--- config.mk ---
export PLATFORM = sky130hd
export DESIGN_NAME = ccs_clock_switch
export DESIGN_NICKNAME = d
export VERILOG_FILES = /design/src/logic/ccs_pkg.sv /design/src/logic/ccs_clock_switch.sv
export SDC_FILE = /design/constraint.sdc
export NUM_CORES = 1
export LEC_CHECK = 0
export BUFFER_PORTS_ARGS = -buffer_cell sky130_fd_sc_hd__buf_2
export CAP_MARGIN = 20
export CORE_MARGIN = 2
export CORE_UTILIZATION = 45
export DETAILED_ROUTE_END_ITERATION = 7
export PLACE_DENSITY_LB_ADDON = 0.05
export SLEW_MARGIN = 20
export SYNTH_ARGS = -nofsm -noshare
export SYNTH_HDL_FRONTEND = slang
export SYNTH_SLANG_ARGS = --single-unit
--- constraint.sdc ---
create_clock -name hclk -period 5.6 [get_ports hclk]
set_input_delay 0.28 -clock hclk [delete_from_list [all_inputs] [get_ports hclk]]
set_output_delay 0.28 -clock hclk [all_outputs]
set_load 0.05 [all_outputs]
--- src/logic/ccs_pkg.sv ---
// Purpose: constants and types for the clock switch control block
// Assumes: 32-bit AHB-Lite register access, one word per register
// Notes: strap and oscillator ready levels come from outside this block
package ccs_pkg;
   localparam logic [7:0] CCS_OFF_REQ  = 8'h00;
   localparam logic [7:0] CCS_OFF_CUR  = 8'h04;
   localparam logic [7:0] CCS_OFF_CTRL = 8'h08;
   localparam logic [7:0] CCS_OFF_STAT = 8'h0c;

   localparam logic [2:0] CCS_SRC_EXT     = 3'h7;
   localparam logic [2:0] CCS_SRC_FAST    = 3'h6;
   localparam logic [2:0] CCS_SRC_RSV_HI  = 3'h5;
   localparam logic [2:0] CCS_SRC_SLOW    = 3'h4;
   localparam logic [2:0] CCS_SRC_SEC     = 3'h3;
   localparam logic [2:0] CCS_SRC_RSV_LO  = 3'h2;
   localparam logic [2:0] CCS_SRC_EXT_X4  = 3'h1;
   localparam logic [2:0] CCS_SRC_FAST_X2 = 3'h0;

   localparam logic [3:0] CCS_DIV_MAX   = 4'h9;
   localparam logic [3:0] CCS_DIV_RESET = 4'h0;

   // Bit positions in the switch control register
   localparam int CCS_B_HOLD  = 7;
   localparam int CCS_B_PWR   = 6;
   localparam int CCS_B_BYP   = 5;
   localparam int CCS_B_DONE  = 4;
   localparam int CCS_B_NRDY  = 3;
   // Field positions in request/current registers
   localparam int CCS_F_SRC_LO = 4;
   localparam int CCS_F_DIV_LO = 0;
   // Bit positions in the ready status register
   localparam int CCS_B_EXT  = 7;
   localparam int CCS_B_FAST = 6;
   localparam int CCS_B_SLOW = 4;
   localparam int CCS_B_SEC  = 3;
   localparam int CCS_B_FRC  = 2;
   localparam int CCS_B_MUL  = 0;

   typedef struct packed {
      logic [2:0] src;
      logic [3:0] div;
   } ccs_sel_s;

   localparam ccs_sel_s CCS_SEL_RESET = '{src: CCS_SRC_FAST, div: CCS_DIV_RESET};

   typedef struct packed {
      logic external_ready;
      logic fast_internal_ready;
      logic slow_internal_ready;
      logic secondary_ready;
      logic fixed_rc_ready;
      logic multiplier_ready;
   } ccs_rdy_s;

   typedef enum logic [1:0] {
      CCS_ST_IDLE   = 2'b00,
      CCS_ST_SWITCH = 2'b01,
      CCS_ST_HELD   = 2'b10
   } ccs_state_e;
endpackage

--- src/logic/ccs_clock_switch.sv ---
// Purpose: clock source request, switch sequencing and oscillator status
// Assumes: zero-wait AHB-Lite slave; oscillator ready flags synchronous to hclk
// Notes: power-on request value is a strap caught once after reset release
`timescale 1ns/10ps
module ccs_clock_switch (
   input  wire logic               hclk,
   input  wire logic               hresetn,
   input  wire logic               hsel,
   input  wire logic [7:0]         haddr,
   input  wire logic [1:0]         htrans,
   input  wire logic               hwrite,
   input  wire logic [2:0]         hsize,
   input  wire logic [31:0]        hwdata,
   input  wire logic               hready,
   output logic      [31:0]        hrdata,
   output logic                    hreadyout,
   output logic                    hresp,
   input  wire logic               switch_allow_config,
   input  wire ccs_pkg::ccs_sel_s  power_on_sel,
   input  wire ccs_pkg::ccs_rdy_s  osc_ready,
   output ccs_pkg::ccs_sel_s       current_sel,
   output ccs_pkg::ccs_sel_s       requested_sel,
   output logic [9:0]              divide_ratio,
   output logic                    switch_irq_flag,
   output logic                    secondary_high_power,
   output logic                    secondary_bypass_en,
   output logic                    secondary_xtal_en
);
   import ccs_pkg::*;

   ccs_sel_s   req_reg;
   ccs_sel_s   cur_reg;
   ccs_state_e state_reg;
   logic       loaded_reg;
   logic       hold_reg;
   logic       pwr_reg;
   logic       byp_reg;
   logic       irq_reg;
   logic [9:0] ratio_reg;
   logic       dp_wr_reg;
   logic [7:0] dp_addr_reg;
   logic [31:0] rdata_reg;

   logic       addr_phase;
   logic       wr_req;
   logic       wr_ctrl;
   logic       new_rdy;
   logic       done_bit;
   logic       nrdy_bit;
   ccs_sel_s   wr_sel;

   // Reserved source codes fall back to the fast internal oscillator
   function automatic logic [2:0] ccs_fix_src(input logic [2:0] s);
      if (s == CCS_SRC_RSV_HI || s == CCS_SRC_RSV_LO) begin
         return CCS_SRC_FAST;
      end
      return s;
   endfunction

   // Ready indication of the oscillator behind a source code
   function automatic logic ccs_src_ready(input logic [2:0] s, input ccs_rdy_s r);
      logic q;
      q = 1'b0;
      unique case (s)
         CCS_SRC_EXT:     q = r.external_ready;
         CCS_SRC_SLOW:    q = r.slow_internal_ready;
         CCS_SRC_SEC:     q = r.secondary_ready;
         CCS_SRC_EXT_X4:  q = r.multiplier_ready & r.external_ready;
         CCS_SRC_FAST_X2: q = r.multiplier_ready & r.fast_internal_ready;
         default:         q = r.fast_internal_ready;
      endcase
      return q;
   endfunction

   // Divider code to ratio; reserved codes never get stored
   function automatic logic [9:0] ccs_ratio(input logic [3:0] d);
      return 10'h001 << d;
   endfunction

   function automatic logic [31:0] ccs_pack_sel(input ccs_sel_s s);
      logic [31:0] w;
      w = 32'h0000_0000;
      w[CCS_F_SRC_LO +: 3] = s.src;
      w[CCS_F_DIV_LO +: 4] = s.div;
      return w;
   endfunction

   // Bus side: zero-wait slave, always OKAY
   assign hreadyout  = 1'b1;
   assign hresp      = 1'b0;
   assign hrdata     = rdata_reg;
   assign addr_phase = hsel & hready & htrans[1];

   always_ff @(posedge hclk or negedge hresetn) begin
      if (!hresetn) begin
         dp_wr_reg   <= 1'b0;
         dp_addr_reg <= 8'h00;
      end else begin
         dp_wr_reg   <= addr_phase & hwrite;
         dp_addr_reg <= haddr;
      end
   end

   assign wr_req  = dp_wr_reg && dp_addr_reg == CCS_OFF_REQ;
   assign wr_ctrl = dp_wr_reg && dp_addr_reg == CCS_OFF_CTRL;

   always_comb begin
      wr_sel.src = ccs_fix_src(hwdata[CCS_F_SRC_LO +: 3]);
      wr_sel.div = hwdata[CCS_F_DIV_LO +: 4];
      // A reserved divider leaves the stored one in place
      if (wr_sel.div > CCS_DIV_MAX) begin
         wr_sel.div = req_reg.div;
      end
   end

   // Status bits seen by software
   assign done_bit = (req_reg == cur_reg) && state_reg == CCS_ST_IDLE;
   assign new_rdy  = ccs_src_ready(req_reg.src, osc_ready);
   assign nrdy_bit = state_reg != CCS_ST_IDLE && new_rdy;

   // Read data registered in the address phase, so it stands in the data phase
   always_ff @(posedge hclk or negedge hresetn) begin
      if (!hresetn) begin
         rdata_reg <= 32'h0000_0000;
      end else if (addr_phase && !hwrite) begin
         rdata_reg <= 32'h0000_0000;
         unique case (haddr)
            CCS_OFF_REQ: rdata_reg <= ccs_pack_sel(req_reg);
            CCS_OFF_CUR: rdata_reg <= ccs_pack_sel(cur_reg);
            CCS_OFF_CTRL: begin
               rdata_reg[CCS_B_HOLD] <= hold_reg;
               rdata_reg[CCS_B_PWR]  <= pwr_reg;
               rdata_reg[CCS_B_BYP]  <= byp_reg;
               rdata_reg[CCS_B_DONE] <= done_bit;
               rdata_reg[CCS_B_NRDY] <= nrdy_bit;
            end
            CCS_OFF_STAT: begin
               rdata_reg[CCS_B_EXT]  <= osc_ready.external_ready;
               rdata_reg[CCS_B_FAST] <= osc_ready.fast_internal_ready;
               rdata_reg[CCS_B_SLOW] <= osc_ready.slow_internal_ready;
               rdata_reg[CCS_B_SEC]  <= osc_ready.secondary_ready;
               rdata_reg[CCS_B_FRC]  <= osc_ready.fixed_rc_ready;
               rdata_reg[CCS_B_MUL]  <= osc_ready.multiplier_ready;
            end
            default: rdata_reg <= 32'h0000_0000;
         endcase
      end
   end

   // Request register; strap caught on the first edge after reset release
   always_ff @(posedge hclk or negedge hresetn) begin
      if (!hresetn) begin
         loaded_reg <= 1'b0;
         req_reg    <= CCS_SEL_RESET;
      end else if (!loaded_reg) begin
         loaded_reg <= 1'b1;
         req_reg.src <= ccs_fix_src(power_on_sel.src);
         req_reg.div <= (power_on_sel.div > CCS_DIV_MAX) ? CCS_DIV_RESET : power_on_sel.div;
      end else if (wr_req && switch_allow_config) begin
         req_reg <= wr_sel;
      end
   end

   // Control bits; writes to done and new-ready positions are dropped
   always_ff @(posedge hclk or negedge hresetn) begin
      if (!hresetn) begin
         pwr_reg <= 1'b0;
         byp_reg <= 1'b0;
      end else if (wr_ctrl) begin
         pwr_reg <= hwdata[CCS_B_PWR];
         byp_reg <= hwdata[CCS_B_BYP];
      end
   end

   // Hold bit: only a write changes it; a write is ignored in the held state while the bit is already clear
   always_ff @(posedge hclk or negedge hresetn) begin
      if (!hresetn) begin
         hold_reg <= 1'b0;
      end else if (state_reg == CCS_ST_HELD && !hold_reg) begin
         hold_reg <= 1'b0;
      end else if (wr_ctrl) begin
         hold_reg <= hwdata[CCS_B_HOLD];
      end
   end

   // Switch sequencer
   always_ff @(posedge hclk or negedge hresetn) begin
      if (!hresetn) begin
         state_reg <= CCS_ST_IDLE;
         cur_reg   <= CCS_SEL_RESET;
         irq_reg   <= 1'b0;
      end else begin
         irq_reg <= 1'b0;
         if (!loaded_reg) begin
            cur_reg.src <= ccs_fix_src(power_on_sel.src);
            cur_reg.div <= (power_on_sel.div > CCS_DIV_MAX) ? CCS_DIV_RESET : power_on_sel.div;
         end else begin
            unique case (state_reg)
               CCS_ST_IDLE: begin
                  if (req_reg != cur_reg) begin
                     state_reg <= CCS_ST_SWITCH;
                  end
               end
               CCS_ST_SWITCH: begin
                  if (req_reg == cur_reg) begin
                     state_reg <= CCS_ST_IDLE;
                  end else if (new_rdy && hold_reg) begin
                     state_reg <= CCS_ST_HELD;
                     irq_reg   <= 1'b1;
                  end else if (new_rdy) begin
                     cur_reg   <= req_reg;
                     irq_reg   <= 1'b1;
                     state_reg <= CCS_ST_IDLE;
                  end
               end
               CCS_ST_HELD: begin
                  // Old clock kept until software drops the hold
                  if (req_reg == cur_reg) begin
                     state_reg <= CCS_ST_IDLE;
                  end else if (!new_rdy) begin
                     state_reg <= CCS_ST_SWITCH;
                  end else if (!hold_reg) begin
                     cur_reg   <= req_reg;
                     state_reg <= CCS_ST_IDLE;
                  end
               end
               default: state_reg <= CCS_ST_IDLE;
            endcase
         end
      end
   end

   always_ff @(posedge hclk or negedge hresetn) begin
      if (!hresetn) begin
         ratio_reg <= 10'h001;
      end else begin
         ratio_reg <= ccs_ratio(cur_reg.div);
      end
   end

   assign current_sel          = cur_reg;
   assign requested_sel        = req_reg;
   assign divide_ratio         = ratio_reg;
   assign switch_irq_flag      = irq_reg;
   assign secondary_high_power = pwr_reg & ~byp_reg;
   assign secondary_bypass_en  = byp_reg;
   assign secondary_xtal_en    = ~byp_reg;
endmodule

# == After elaboration in Yosys (flattened, before gate mapping) ==
# Index checks and enable logic that the tools add are counted.
# classes
addsub,0
mul,0
n_div,0
order_cmp,2
eq_ne,28
n_shift,1
mux,41
bitwise_logic,7
n_reduce_logical,21
# ops
op,count
7-bit two-way mux,9
"8-bit by 4-bit == test with 1-bit output, second input constant",3
"3-bit != test, second input constant",6
8-bit zero test,2
2-bit case mux with 4 select lines,2
2-bit two-way mux,7
7-bit case mux with 2 select lines,1
"3-bit == test, second input constant",4
3-bit two-way mux,4
1-bit two-way mux,10
"1-bit by 4-bit << shifter with 10-bit output, first input constant",1
"3-bit by 2-bit == test with 1-bit output, second input constant",3
1-bit case mux with 3 select lines,3
"8-bit by 3-bit == test with 1-bit output, second input constant",1
"4-bit greater-than comparator, second input constant",2
1-bit logical AND,8
4-bit two-way mux,2
"4-bit != test, second input constant",2
7-bit == test,1
7-bit != test,1
7-bit AND reduction,1
1-bit bitwise AND,6
2-bit case mux with 3 select lines,1
1-bit case mux with 5 select lines,1
15 further kinds,19
# word_totals
regBits,48
latch_bits,0
ram_bits,0
romBits,0
input_bits,64
out_inout_bits,62
wordCells,114
mem_count,0

# == Depth between registers and ports, before layout ==
# Gate-level depths: netlist of the first run.
# logic_depth
word_depth,7
mapped_depth,7
mapped_depth_nobuf,5

# == Worst setup path after synthesis of the first run ==
# OpenSTA, ideal clock, no wires.
# synth_path
path_kind,flip-flop to flip-flop
start,reg req_reg (netlist bit requested_sel[5])
end,reg rdata_reg[4] (netlist: hrdata[4])
setup_ps,87
arrival_ps,1988
required_ps,5513
setup_slack_ps,3525
stages_incl_launch_ff,7
path_buffers,1
period_less_slack_ps,2075
path_cell_list,dfstp_2 > buf_4 > xor2_1 > nor4_1 > nand4_1 > or4_1 > a22oi_1
# synth_between
elab_chain_cells,3
# synth_lines
element,line,source
from (decl),ccs_clock_switch.sv:31,ccs_sel_s req_reg;
from (signal assigned),ccs_clock_switch.sv:160,req_reg <= wr_sel;
7-bit == test,ccs_clock_switch.sv:117,assign done_bit = (req_reg == cur_reg) && state_reg == CCS_ST_IDLE;
1-bit logical AND,ccs_clock_switch.sv:117,
2-bit case mux with 4 select lines,ccs_clock_switch.sv:127,unique case (haddr)
to (signal assigned),ccs_clock_switch.sv:128,CCS_OFF_REQ: rdata_reg <= ccs_pack_sel(req_reg);
to (signal assigned),ccs_clock_switch.sv:129,CCS_OFF_CUR: rdata_reg <= ccs_pack_sel(cur_reg);
"to (signal, indexed assignment)",ccs_clock_switch.sv:131,rdata_reg[CCS_B_HOLD] <= hold_reg;
to (decl),ccs_clock_switch.sv:42,logic [31:0] rdata_reg;
# No other way between the ends.
# A chain may end at the register's enable or synchronous reset.

# == Worst setup path in the final report of the first run ==
# layout_path
start,reg req_reg (netlist bit requested_sel[6])
end,reg rdata_reg[4] (netlist: hrdata[4])
# Same word-level chain as after synthesis.

==> impl_metrics.yaml, run 1 <==
clock_tree:
  clock_tree.buffer_depth: 2
  cts_tree: "yes"
  post_cts_hold_buffer_count: 0
  number_of_h_tree_levels: 2
  clk_pin_slew_ns: 0.09
  cts.repair.resized: 0
  cts.repair_timing.setup_buffer_count: 0
  cts_root_buf: "sky130_fd_sc_hd__clkbuf_8"
  numClockSinks: 48
  inserted_clock_buffers: 5
  worst_skew_pair.late_latency_ns: 0.29
global_route:
  track_usage_pct: 19.3
  grt_pass1_vias: 1928
  grt_first_pass_wirelength_um: 9450
  globalRoute.totalOverflow: 0
  grt_max_degree: 49
  grt_antenna_before_repair: 0
synthesis:
  postSynth.asyncResetShare_pct: 100
  yosys_cell_types: 51
  synth_warnings: 0
  synthFlopType: "sky130_fd_sc_hd__dfrtp_1"
  synth.ff_latch_count: 48
  synth-edff-count: 0
  yosysTopAreaCellShare_pct: 41.8
  post-synth-top-area-cell: "sky130_fd_sc_hd__dfrtp_1"
  postSynthCellCount: 263
  syn-mean-instance-area_um2: 9.79
  synth_sequential_area_ratio_pct: 46.9
  mappedNetlistArea_um2: 2570
  synth_area_leaders: "sky130_fd_sc_hd__dfrtp_1 42%, sky130_fd_sc_hd__buf_4 7.9%, sky130_fd_sc_hd__dfstp_2 5.1%"
layout:
  multi_input_area_um2: 1160
  n_fill_cell: 553
  antenna_cells: 0
  ff_latch_area_um2: 1210
  final_nets: 389
  largest_register_ff_count: 10
  post_route_cells_drive_above_1_share_pct: 28.5
  syn_to_final_growth_pct: 13.9
run_status:
  outcome: "finished with violations"
  violations: "hold timing"
routing:
  avgRoutedWirePerCell_um: 14.6
  ant_nets: 0
  via_per_inst: 5.21
  postRouteWirelength_um: 5830
  detail_route.drc_violations: 0
  num_vias: 2072
  drt_iter0_drc: 89
  pre_repair_dr_iteration_count: 4
setup_path:
  cpMaxStageDelayCell: "sky130_fd_sc_hd__or4_1"
  crit_path_start_kind: "flip-flop"
  criticalPathCategory: "flip-flop to flip-flop"
  worst_ep_required_time_ns: 5.81
  max_stage_delay_ns: 0.68
  critPathMaxFanout: 13
  worstSetupEndpointType: "flip-flop"
  cp_cell_sequence: "xor2_1 -> nor4_1 -> nand4_1 -> or4_1 -> a22oi_1"
  timing.critical_path.arrival_ns: 2.76
power_and_ir_drop:
  power.density_nw_per_um2: 325
  p_leak_nw: 1.46
  vdd.ir_drop.worst_v: 0.000153
timing:
  slew_headroom_pct: 43.5
  final_critical_path_setup_slack_ns: 3.06
  skew_ns: 0.00327
  setup-violations-final: 0
  final.setup.tns_ns: 0
  final.period_utilization_pct: 45.4
  clock_period_minus_final_worst_setup_slack_ns: 2.54
  maxSlewViolCount: 0
  report.final.hold_viol_count: 37
  holdWs_ns: -0.0146
  timing_worst_slew_pin_value_ns: 0.848
  max_freq_ghz: 0.393
  setup_repair_after_global_routing_missed_its_margin: "no"
placement:
  io_buffers: 71
  dpl.hpwl_um: 4250
  place_congestion: 0.779
  preCtsSetupSlack_ns: 3.10
floorplan:
  die_h_um: 79.6
  floorplan.initialDensity_pct: 46.8
  die_x_um: 79.6
  top_level_ports: 126
  design.die.area_um2: 6340
  rows: 27
  fp.coreArea_um2: 5510
job:
  max_cap_violations: 0
min_path:
  worstHoldPathType: "input pin to asynchronous set/reset pin"
## where the power goes
group          internal (mW)  switching [mW]  leakage, nW
sequential             0.386          0.0527        0.606
combinational         0.0870           0.227        0.807
clock                 0.0879           0.111       0.0422
## final cells by class
cell class	count	area share, %
inverters	9	1.15
clock buffers	7	2.60
repair buffers	71	12.2
clock inverters	1	0.171
multi-input cells	190	39.6
flip-flops and latches	48	41.2
well taps	72	3.07
## synthesized netlist by cell type, types with 3 or more instances
library cell	n
sky130_fd_sc_hd__o21ai_0	7
sky130_fd_sc_hd__inv_1	9
sky130_fd_sc_hd__o21ai_1	4
sky130_fd_sc_hd__buf_4	27
sky130_fd_sc_hd__dfrtp_1	43
sky130_fd_sc_hd__nor4b_1	3
sky130_fd_sc_hd__mux2i_1	5
sky130_fd_sc_hd__nand2b_1	6
sky130_fd_sc_hd__nor2_1	15
sky130_fd_sc_hd__clkbuf_1	11
sky130_fd_sc_hd__a31oi_1	9
sky130_fd_sc_hd__a22oi_1	4
sky130_fd_sc_hd__o211ai_1	4
sky130_fd_sc_hd__dfstp_2	5
sky130_fd_sc_hd__nor4_1	3
sky130_fd_sc_hd__nand2_1	21
sky130_fd_sc_hd__xnor2_1	3
sky130_fd_sc_hd__nand4_1	4
sky130_fd_sc_hd__and3_1	5
sky130_fd_sc_hd__mux2_2	7
sky130_fd_sc_hd__xor2_1	4
sky130_fd_sc_hd__nor3_1	7
sky130_fd_sc_hd__a21oi_1	9
sky130_fd_sc_hd__nand3_1	7
sky130_fd_sc_hd__a211oi_1	4
## kinds of logic after synthesis
logic type      after synthesis  share of synthesized area, %
simple gates                 85                          17.7
compound gates               57                          14.7
buf+inv                      50                          11.6
flops                        48                          46.9
mux                          13                          6.03
xor+xnor                      7                          2.38
other cells                   2                         0.292
fa+ha+maj                     1                         0.389
## cell usage in the layout (no fill, tap or decap), types with 2 or more instances in the layout
cell                       count
sky130_fd_sc_hd__a31oi_1       9
sky130_fd_sc_hd__conb_1       27
sky130_fd_sc_hd__xnor2_1       3
sky130_fd_sc_hd__a211oi_1      4
sky130_fd_sc_hd__xor2_1        4
sky130_fd_sc_hd__o31ai_1       2
sky130_fd_sc_hd__mux2_2        7
sky130_fd_sc_hd__clkbuf_1      2
sky130_fd_sc_hd__o21ai_1       4
sky130_fd_sc_hd__inv_1         9
sky130_fd_sc_hd__dfrtp_1      43
sky130_fd_sc_hd__a21o_1        2
sky130_fd_sc_hd__o21ai_0       7
sky130_fd_sc_hd__clkbuf_8      5
sky130_fd_sc_hd__nand3_1       7
sky130_fd_sc_hd__nand4_1       4
sky130_fd_sc_hd__a211o_1       2
sky130_fd_sc_hd__nand2_1      21
sky130_fd_sc_hd__nor3_1        7
sky130_fd_sc_hd__o21a_1        2
sky130_fd_sc_hd__nor4_1        3
sky130_fd_sc_hd__nor2b_1       2
sky130_fd_sc_hd__dfstp_2       5
sky130_fd_sc_hd__buf_2        70
sky130_fd_sc_hd__mux2i_1       5
sky130_fd_sc_hd__nor2_1       15
sky130_fd_sc_hd__nand2b_1      6
sky130_fd_sc_hd__nor4b_1       3
sky130_fd_sc_hd__or2_2         2
sky130_fd_sc_hd__a21oi_1       9
sky130_fd_sc_hd__nor3b_1       2
sky130_fd_sc_hd__o211ai_1      4
sky130_fd_sc_hd__a22oi_1       4
sky130_fd_sc_hd__and3_1        5
sky130_fd_sc_hd__nand4b_1      2
sky130_fd_sc_hd__a31o_1        2
## final timing paths
| check | from | end | slack (ns) | depth (start not counted) |
|---|---|---|---|---|
| worst max-delay path | requested_sel[6]$_DFFE_PN1P_ | hrdata[4]$_DFFE_PN0P_ | 3.06 | 5 |
| worst min-delay path | hresetn | dp_addr_reg[4]$_DFF_PN0_ | -0.01 | 1 |
| worst max register to register | requested_sel[6]$_DFFE_PN1P_ | hrdata[4]$_DFFE_PN0P_ | 3.06 | 5 |
| worst min register to register | hrdata[0]$_DFFE_PN0P_ | hrdata[0]$_DFFE_PN0P_ | 0.48 | 2 |
| max in group asynchronous | hresetn | divide_ratio[7]$_DFF_PN0_ | 5.22 | 1 |
| min in group hclk | haddr[6] | dp_addr_reg[6]$_DFF_PN0_ | 0.10 | 1 |
## per-stage QoR
step	cells	hold slack (ns)	area [um^2]	utilization [%]	power (mW)
2_1_floorplan	288	-0.0156	2670	-	0.697
3_3_place_gp	390	0.401	2850	51.7	0.758
3_5_place_dp	390	0.409	2850	51.7	0.760
4_1_cts	398	0.0900	2930	53.2	0.959
5_1_grt	398	0.0304	2930	53.3	1.01
6_report	398	-0.0146	2930	53.3	0.953
## critical path: cells and delay by family, from the launching register on
kind / cells / cell delay (ns)
flip-flops: 1 / 0.67
XOR/XNOR: 1 / 0.11
AO/OA/AOI/OAI: 1 / 0.18
AND/OR/NAND/NOR: 3 / 1.50
## per-layer routing
metal  routed length [um]  track usage, %
met1                 2830            27.1
met2                 2570            30.5
met3                  377            3.85
met4                   55            5.52
met5                    0               0
(Power assumes the default switching activity.)
==> run 2, diff against run 1 <==
--- a/config.mk
+++ b/config.mk
@@ -5,6 +5,7 @@
 export SDC_FILE = /design/constraint.sdc
 export NUM_CORES = 1
 export LEC_CHECK = 0
+export ABC_AREA = 1
 export BUFFER_PORTS_ARGS = -buffer_cell sky130_fd_sc_hd__buf_2
 export CAP_MARGIN = 20
 export CORE_MARGIN = 2
==> constraint.sdc (replaced) <==
create_clock -name hclk -period 2.34 [get_ports hclk]
set_input_delay 0.117 -clock hclk [delete_from_list [all_inputs] [get_ports hclk]]
set_output_delay 0.117 -clock hclk [all_outputs]
set_load 0.05 [all_outputs]
==> run 2 against run 1 <==
Net effect:
- the run now ends clean
- critical path type is now input pin to flip-flop
- critical path depth grew 4
- sequential power grew 130%
- setup slack lost 2.5 ns
- worst hold slack gained 0.045 ns
- synthesized cell count grew 28%
- largest power group unchanged
- first-iteration DRC count grew 33%
- register-to-register slack lost 2.5 ns
==> impl_metrics.yaml, run 2 <==
run_status:
  outcome: "finished, final reports clean"
placement:
  io_buffers: 71
  dpl.hpwl_um: 4760
  placement.cell_area_um2: 2970
  place_congestion: 0.892
power_and_ir_drop:
  p_leak_nw: 1.73
  vdd.ir_drop.worst_v: 0.000481
  power.density_nw_per_um2: 765
global_route:
  grt_pass1_vias: 2120
  grt_max_degree: 24
  globalRoute.totalOverflow: 0
  grt_antenna_before_repair: 0
  grt_first_pass_wirelength_um: 9670
  track_usage_pct: 19.5
setup_path:
  worst_ep_required_time_ns: 2.58
  most_used_cell_along_the_critical_path: "sky130_fd_sc_hd__nand2_1"
  timing.critical_path.arrival_ns: 1.99
  worstRegToRegCells: 11
  crit_family: "simple AND/OR/NAND/NOR gates"
  cp.depth: 9
  cp_cell_sequence: "dlygate4sd3_1 -> buf_2 -> nor2_1 -> nand2_1 -> nor3_1 -> nand2_1 -> o21ai_0 -> o21ai_0 -> nand2_1"
  cpMaxStageDelayCell: "sky130_fd_sc_hd__dlygate4sd3_1"
  critPathMaxFanout: 3
  max_stage_delay_ns: 0.54
  crit_path_start_kind: "input pin"
  criticalPathCategory: "input pin to flip-flop"
  critical_path.n_buffers_inverters: 2
  worstSetupEndpointType: "flip-flop"
clock_tree:
  inserted_clock_buffers: 5
  cts.repair.resized: 0
  number_of_h_tree_levels: 2
  clk_pin_slew_ns: 0.08
  clock_tree.buffer_depth: 2
  cts_root_buf: "sky130_fd_sc_hd__clkbuf_8"
  cts_tree: "yes"
  worst_skew_pair.late_latency_ns: 0.30
  numClockSinks: 48
synthesis:
  synth-edff-count: 0
  mappedNetlistArea_um2: 2640
  synth_warnings: 0
  synth_sequential_area_ratio_pct: 45.8
  synth_common_cells: "84 x sky130_fd_sc_hd__nand2_1, 43 x sky130_fd_sc_hd__dfrtp_1, 36 x sky130_fd_sc_hd__inv_1, 30 x sky130_fd_sc_hd__o21ai_0, 28 x sky130_fd_sc_hd__nor2_1"
  yosysTopAreaCellShare_pct: 40.8
  synthFlopType: "sky130_fd_sc_hd__dfrtp_1"
  multiplexer_share_of_the_synthesized_area_pct: 0
  postSynthCellCount: 337
  fraction_of_the_mapped_netlist_area_in_compound_gates_pct: 10.9
  synth.ff_latch_count: 48
  yosys_cell_types: 38
  post_synth_and_or_nand_nor_area_fraction_pct: 27.0
  syn-mean-instance-area_um2: 7.82
  synth_area_leaders: "sky130_fd_sc_hd__dfrtp_1 41%, sky130_fd_sc_hd__nand2_1 12%, sky130_fd_sc_hd__buf_4 7.4%"
  most_frequent_cell_after_synthesis: "sky130_fd_sc_hd__nand2_1"
  synth_top_family_by_area: "simple AND/OR/NAND/NOR gates"
  postSynth.asyncResetShare_pct: 100
  synthAdderAreaFrac_pct: 0
  yosys.area_share.xor_xnor_pct: 1.66
  post-synth-top-area-cell: "sky130_fd_sc_hd__dfrtp_1"
timing:
  final.period_utilization_pct: 74.7
  skew_ns: 0.00542
  maxSlewViolCount: 0
  setup_repair_after_global_routing_missed_its_margin: "no"
  slew_headroom_pct: 65.9
  final.setup.tns_ns: 0
  timing_worst_slew_pin_value_ns: 0.509
  max_freq_ghz: 0.572
  holdWs_ns: 0.0299
  clock_period_minus_final_worst_setup_slack_ns: 1.75
  report.final.hold_viol_count: 0
  setup-violations-final: 0
floorplan:
  die_x_um: 80.5
  floorplan.initialDensity_pct: 47.3
  die_h_um: 80.5
  rows: 27
  design.die.area_um2: 6480
  fp.coreArea_um2: 5570
  top_level_ports: 126
layout:
  antenna_cells: 0
  multi_input_area_um2: 1140
  finalInstanceArea_um2: 3150
  largest_register_ff_count: 10
  ff_latch_area_um2: 1210
  layout.cells.most_common_list: "84 x sky130_fd_sc_hd__nand2_1, 71 x sky130_fd_sc_hd__buf_2, 43 x sky130_fd_sc_hd__dfrtp_1"
  syn_to_final_growth_pct: 19.7
  final_nets: 486
  final_util_pct: 56.6
  final_common_cell: "sky130_fd_sc_hd__nand2_1"
  n_fill_cell: 560
  post_route_cells_drive_above_1_share_pct: 24.6
min_path:
  hold_depth: 2
  worstHoldPathType: "input pin to flip-flop"
routing:
  avgRoutedWirePerCell_um: 12.4
  pre_repair_dr_iteration_count: 4
  ant_nets: 0
  postRouteWirelength_um: 6140
  detail_route.drc_violations: 0
  via_per_inst: 4.73
  drt_iter0_drc: 118
  num_vias: 2342
job:
  max_cap_violations: 0
## run 2: cell families (layout without fill, tap and decap cells)
group | count (synthesis) | count (layout)
and+or+nand+nor | 160 | 160
buffers and inverters | 70 | 131
other | 2 | 27
DFF | 48 | 48
AOI/OAI and AO/OA | 52 | 52
xor gates and xnor gates | 5 | 5
## run 2: area by class of cell
class	instances	share of cell area, %
Clock inverter	1	0.238
Sequential cell	48	38.3
Timing Repair Buffer	83	14.8
Tap cell	72	2.86
Inverter	40	4.76
Multi-Input combinational cell	244	36.3
Clock buffer	7	2.74
## run 2: worst paths after layout
kind / startpoint / to / slack, ns
setup / recovery: haddr[1] / hrdata[3]$_DFFE_PN0P_ / 0.59
hold / removal: hwdata[7] / hold_reg$_DFFE_PN0P_ / 0.03
setup reg to reg: requested_sel[5]$_DFFE_PN1P_ / current_sel[2]$_DFFE_PN0P_ / 0.59
hold reg to reg: hrdata[2]$_DFFE_PN0P_ / hrdata[2]$_DFFE_PN0P_ / 0.48
max in group asynchronous: hresetn / divide_ratio[0]$_DFF_PN1_ / 1.65
min in group asynchronous: hresetn / secondary_bypass_en$_DFFE_PN0P_ / 0.15
## run 2: layer usage
layer  global-route usage, %  wire length, um  vias to the layer above
met1                    26.1             2900                     1064
li1                        -                -                     1193
met5                       0                0                        -
met2                    31.7             2810                       80
met3                    2.92              364                        5
met4                    7.46               63                        0
## run 2: what timing repair did
action                                  CTS  global route
endpoints found under the hold margin    51             0
hold buffers                              9             0
setup buffers                             0             0
endpoints found under the setup margin    0             0
## run 2: through the flow
stage               power [mW]  setup WS (ns)  std cells
detailed placement        1.91          0.625        478
floorplan                 1.73          0.618        362
global placement          1.91          0.638        478
CTS                       2.43          0.607        495
finish                    2.41          0.591        495
global route              2.55          0.459        495
## run 2: power by group
part           internal (mW)  total, mW  switching, mW
Combinational          0.216      0.874          0.659
Clock                  0.240      0.507          0.267
Sequential             0.935       1.03         0.0964
==> run 3, diff against run 2 <==
--- a/config.mk
+++ b/config.mk
@@ -5,11 +5,11 @@
 export SDC_FILE = /design/constraint.sdc
 export NUM_CORES = 1
 export LEC_CHECK = 0
-export ABC_AREA = 1
+export ABC_AREA = 0
 export BUFFER_PORTS_ARGS = -buffer_cell sky130_fd_sc_hd__buf_2
 export CAP_MARGIN = 20
 export CORE_MARGIN = 2
-export CORE_UTILIZATION = 45
+export CORE_UTILIZATION = 42
 export DETAILED_ROUTE_END_ITERATION = 7
 export PLACE_DENSITY_LB_ADDON = 0.05
 export SLEW_MARGIN = 20
==> constraint.sdc (replaced) <==
create_clock -name hclk -period 1.51 [get_ports hclk]
set_input_delay 0.0755 -clock hclk [delete_from_list [all_inputs] [get_ports hclk]]
set_output_delay 0.0755 -clock hclk [all_outputs]
set_load 0.05 [all_outputs]
==> run 3 against run 2 <==
Net effect:
- the flow now finishes with violations (setup timing)
- combinational power rose by 83%
- via count fell by 4.8%
- non-clock buffer count rose by 37
- sequential share of layout area fell by 4.1 points
- routed wire length rose by 6.3%
- core utilization rose by 3.1 points
- worst hold slack got worse by 0.028 ns
- clock skew rose by 0.0014 ns
- die area rose by 4.5%
- cell count fell by 9.1%
==> impl_metrics.yaml, run 3 (same netlist as run 1, synthesis figures left out) <==
run_status:
  outcome: "finished with violations"
  violations: "setup timing"
clock_tree:
  numClockSinks: 48
  clock_tree.buffer_depth: 2
  worst_skew_pair.late_latency_ns: 0.29
  number_of_h_tree_levels: 2
  cts_tree: "yes"
  cts_root_buf: "sky130_fd_sc_hd__clkbuf_8"
  inserted_clock_buffers: 5
  clk_pin_slew_ns: 0.08
global_route:
  track_usage_pct: 19.1
  grt.met2_usage_pct: 30.2
  grt_pass1_vias: 2013
  grt_max_degree: 49
  top_usage_layer: "met2"
  global_routing_met3_resource_utilization_pct: 3.59
  grt_antenna_before_repair: 0
  globalRoute.totalOverflow: 0
  routing_usage_on_met1_pct: 26.4
  grt_first_pass_wirelength_um: 9800
placement:
  place_congestion: 0.900
  dpl.hpwl_um: 4800
  io_buffers: 71
layout:
  multi_input_area_um2: 1310
  syn_to_final_growth_pct: 37.1
  post_route_cells_drive_above_1_share_pct: 41.6
  final_common_cell: "sky130_fd_sc_hd__buf_2"
  largest_register_ff_count: 10
  final_nets: 438
  final_util_pct: 59.6
  n_fill_cell: 517
  ff_latch_area_um2: 1210
  layout.cells.most_common_list: "70 x sky130_fd_sc_hd__buf_2, 43 x sky130_fd_sc_hd__dfrtp_1, 31 x sky130_fd_sc_hd__buf_4"
  antenna_cells: 0
setup_path:
  worst_ep_required_time_ns: 1.73
  worstSetupEndpointType: "flip-flop"
  reg2reg_slack_ns: -0.31
  rr_startpoint: "requested_sel[5]$_DFFE_PN1P_"
  timing.rr.end: "current_sel[6]$_DFFE_PN1P_"
  worstRegToRegCells: 8
  criticalPathCategory: "flip-flop to flip-flop"
  crit_path_start_kind: "flip-flop"
  critPathMaxFanout: 7
  timing.critical_path.arrival_ns: 2.05
floorplan:
  rows: 28
  die_h_um: 82.3
  floorplan.initialDensity_pct: 43.5
  top_level_ports: 126
  fp.coreArea_um2: 5920
  die_x_um: 82.3
  design.die.area_um2: 6770
timing:
  max_freq_ghz: 0.548
  clock_period_minus_final_worst_setup_slack_ns: 1.82
  final_critical_path_setup_slack_ns: -0.315
  setup_repair_after_global_routing_missed_its_margin: "yes"
  final.period_utilization_pct: 121
  maxSlewViolCount: 0
  final.setup.tns_ns: -3.32
  skew_ns: 0.00681
  holdWs_ns: 0.00207
  report.final.hold_viol_count: 0
  setup-violations-final: 17
routing:
  num_vias: 2230
  avgRoutedWirePerCell_um: 14.5
  postRouteWirelength_um: 6530
  drt_iter0_drc: 104
  ant_nets: 0
  pre_repair_dr_iteration_count: 4
  via_per_inst: 4.96
  detail_route.drc_violations: 0
min_path:
  hold_path_end: "hold_reg$_DFFE_PN0P_"
  worstHoldPathType: "input pin to flip-flop"
  hp-start: "hwdata[7]"
  hold_depth: 3
job:
  max_cap_violations: 0
power_and_ir_drop:
  power.density_nw_per_um2: 1090
  p_leak_nw: 1.73
  vdd.ir_drop.worst_v: 0.000609
==> run 3: stage by stage <==
| step | cell area (um^2) | cells | setup WS [ns] | total power [mW] |
|---|---|---|---|---|
| 6_report | 3530 | 450 | -0.315 | 3.86 |
| 5_1_grt | 3530 | 450 | -0.378 | 4.06 |
| 4_1_cts | 3440 | 449 | -0.292 | 3.85 |
| 3_5_place_dp | 3140 | 427 | -0.357 | 3.01 |
| 3_3_place_gp | 3140 | 427 | -0.327 | 3.00 |
| 2_1_floorplan | 2700 | 288 | -0.527 | 2.60 |
==> run 3: worst max path at each step <==
stage / from / end / slack [ns] / depth (start not counted)
floorplan: requested_sel[5]$_DFFE_PN1P_ / hrdata[4]$_DFFE_PN0P_ / -0.53 / 6
global placement: requested_sel[5]$_DFFE_PN1P_ / current_sel[0]$_DFFE_PN0P_ / -0.33 / 6
detailed placement: requested_sel[5]$_DFFE_PN1P_ / hrdata[4]$_DFFE_PN0P_ / -0.36 / 5
CTS: requested_sel[6]$_DFFE_PN1P_ / current_sel[6]$_DFFE_PN1P_ / -0.29 / 7
global route: requested_sel[5]$_DFFE_PN1P_ / current_sel[5]$_DFFE_PN1P_ / -0.38 / 8
finish: requested_sel[5]$_DFFE_PN1P_ / current_sel[6]$_DFFE_PN1P_ / -0.31 / 8
==> run 3: metal layers <==
metal,part of all wire [%],wire length [um],up-vias
li1,-,-,1105
met1,47,3090,1040
met2,46,2970,77
met3,6.1,398,8
met4,1.0,65,0
met5,0,0,-
==> run 3: layout make-up <==
class	count	area share (%)
tap	75	2.66
inverter	9	0.957
multi-input combinational	190	37.1
clock buffer	8	2.27
timing repair buffer	120	22.8
sequential	48	34.2
==> run 3: timing repair <==
action / in CTS / in global routing
cloned: 0 / 0
endpoints found under the setup margin: 18 / 21
gates resized for setup: 20 / 23
hold endpoints to repair: 49 / 0
buffers inserted: 7 / 2
hold buffers: 7 / 0
pin swaps: 19 / 8
==> run 3: power by group <==
group | leakage, nW | internal, mW | switching [mW]
clock | 0.0395 | 0.330 | 0.404
sequential | 0.606 | 1.43 | 0.0928
combinational | 1.08 | 0.564 | 1.04
total | 1.73 | 2.33 | 1.54
==> run 3: worst max-delay path, stage by stage (launching register included) <==
cell,delay (ns)
sky130_fd_sc_hd__dfstp_2,0.61
sky130_fd_sc_hd__buf_6,0.11
sky130_fd_sc_hd__nor4b_2,0.03
sky130_fd_sc_hd__a211o_1,0.30
sky130_fd_sc_hd__a21oi_4,0.19
sky130_fd_sc_hd__buf_6,0.15
sky130_fd_sc_hd__buf_6,0.10
sky130_fd_sc_hd__nand4_1,0.08
sky130_fd_sc_hd__a31oi_1,0.17
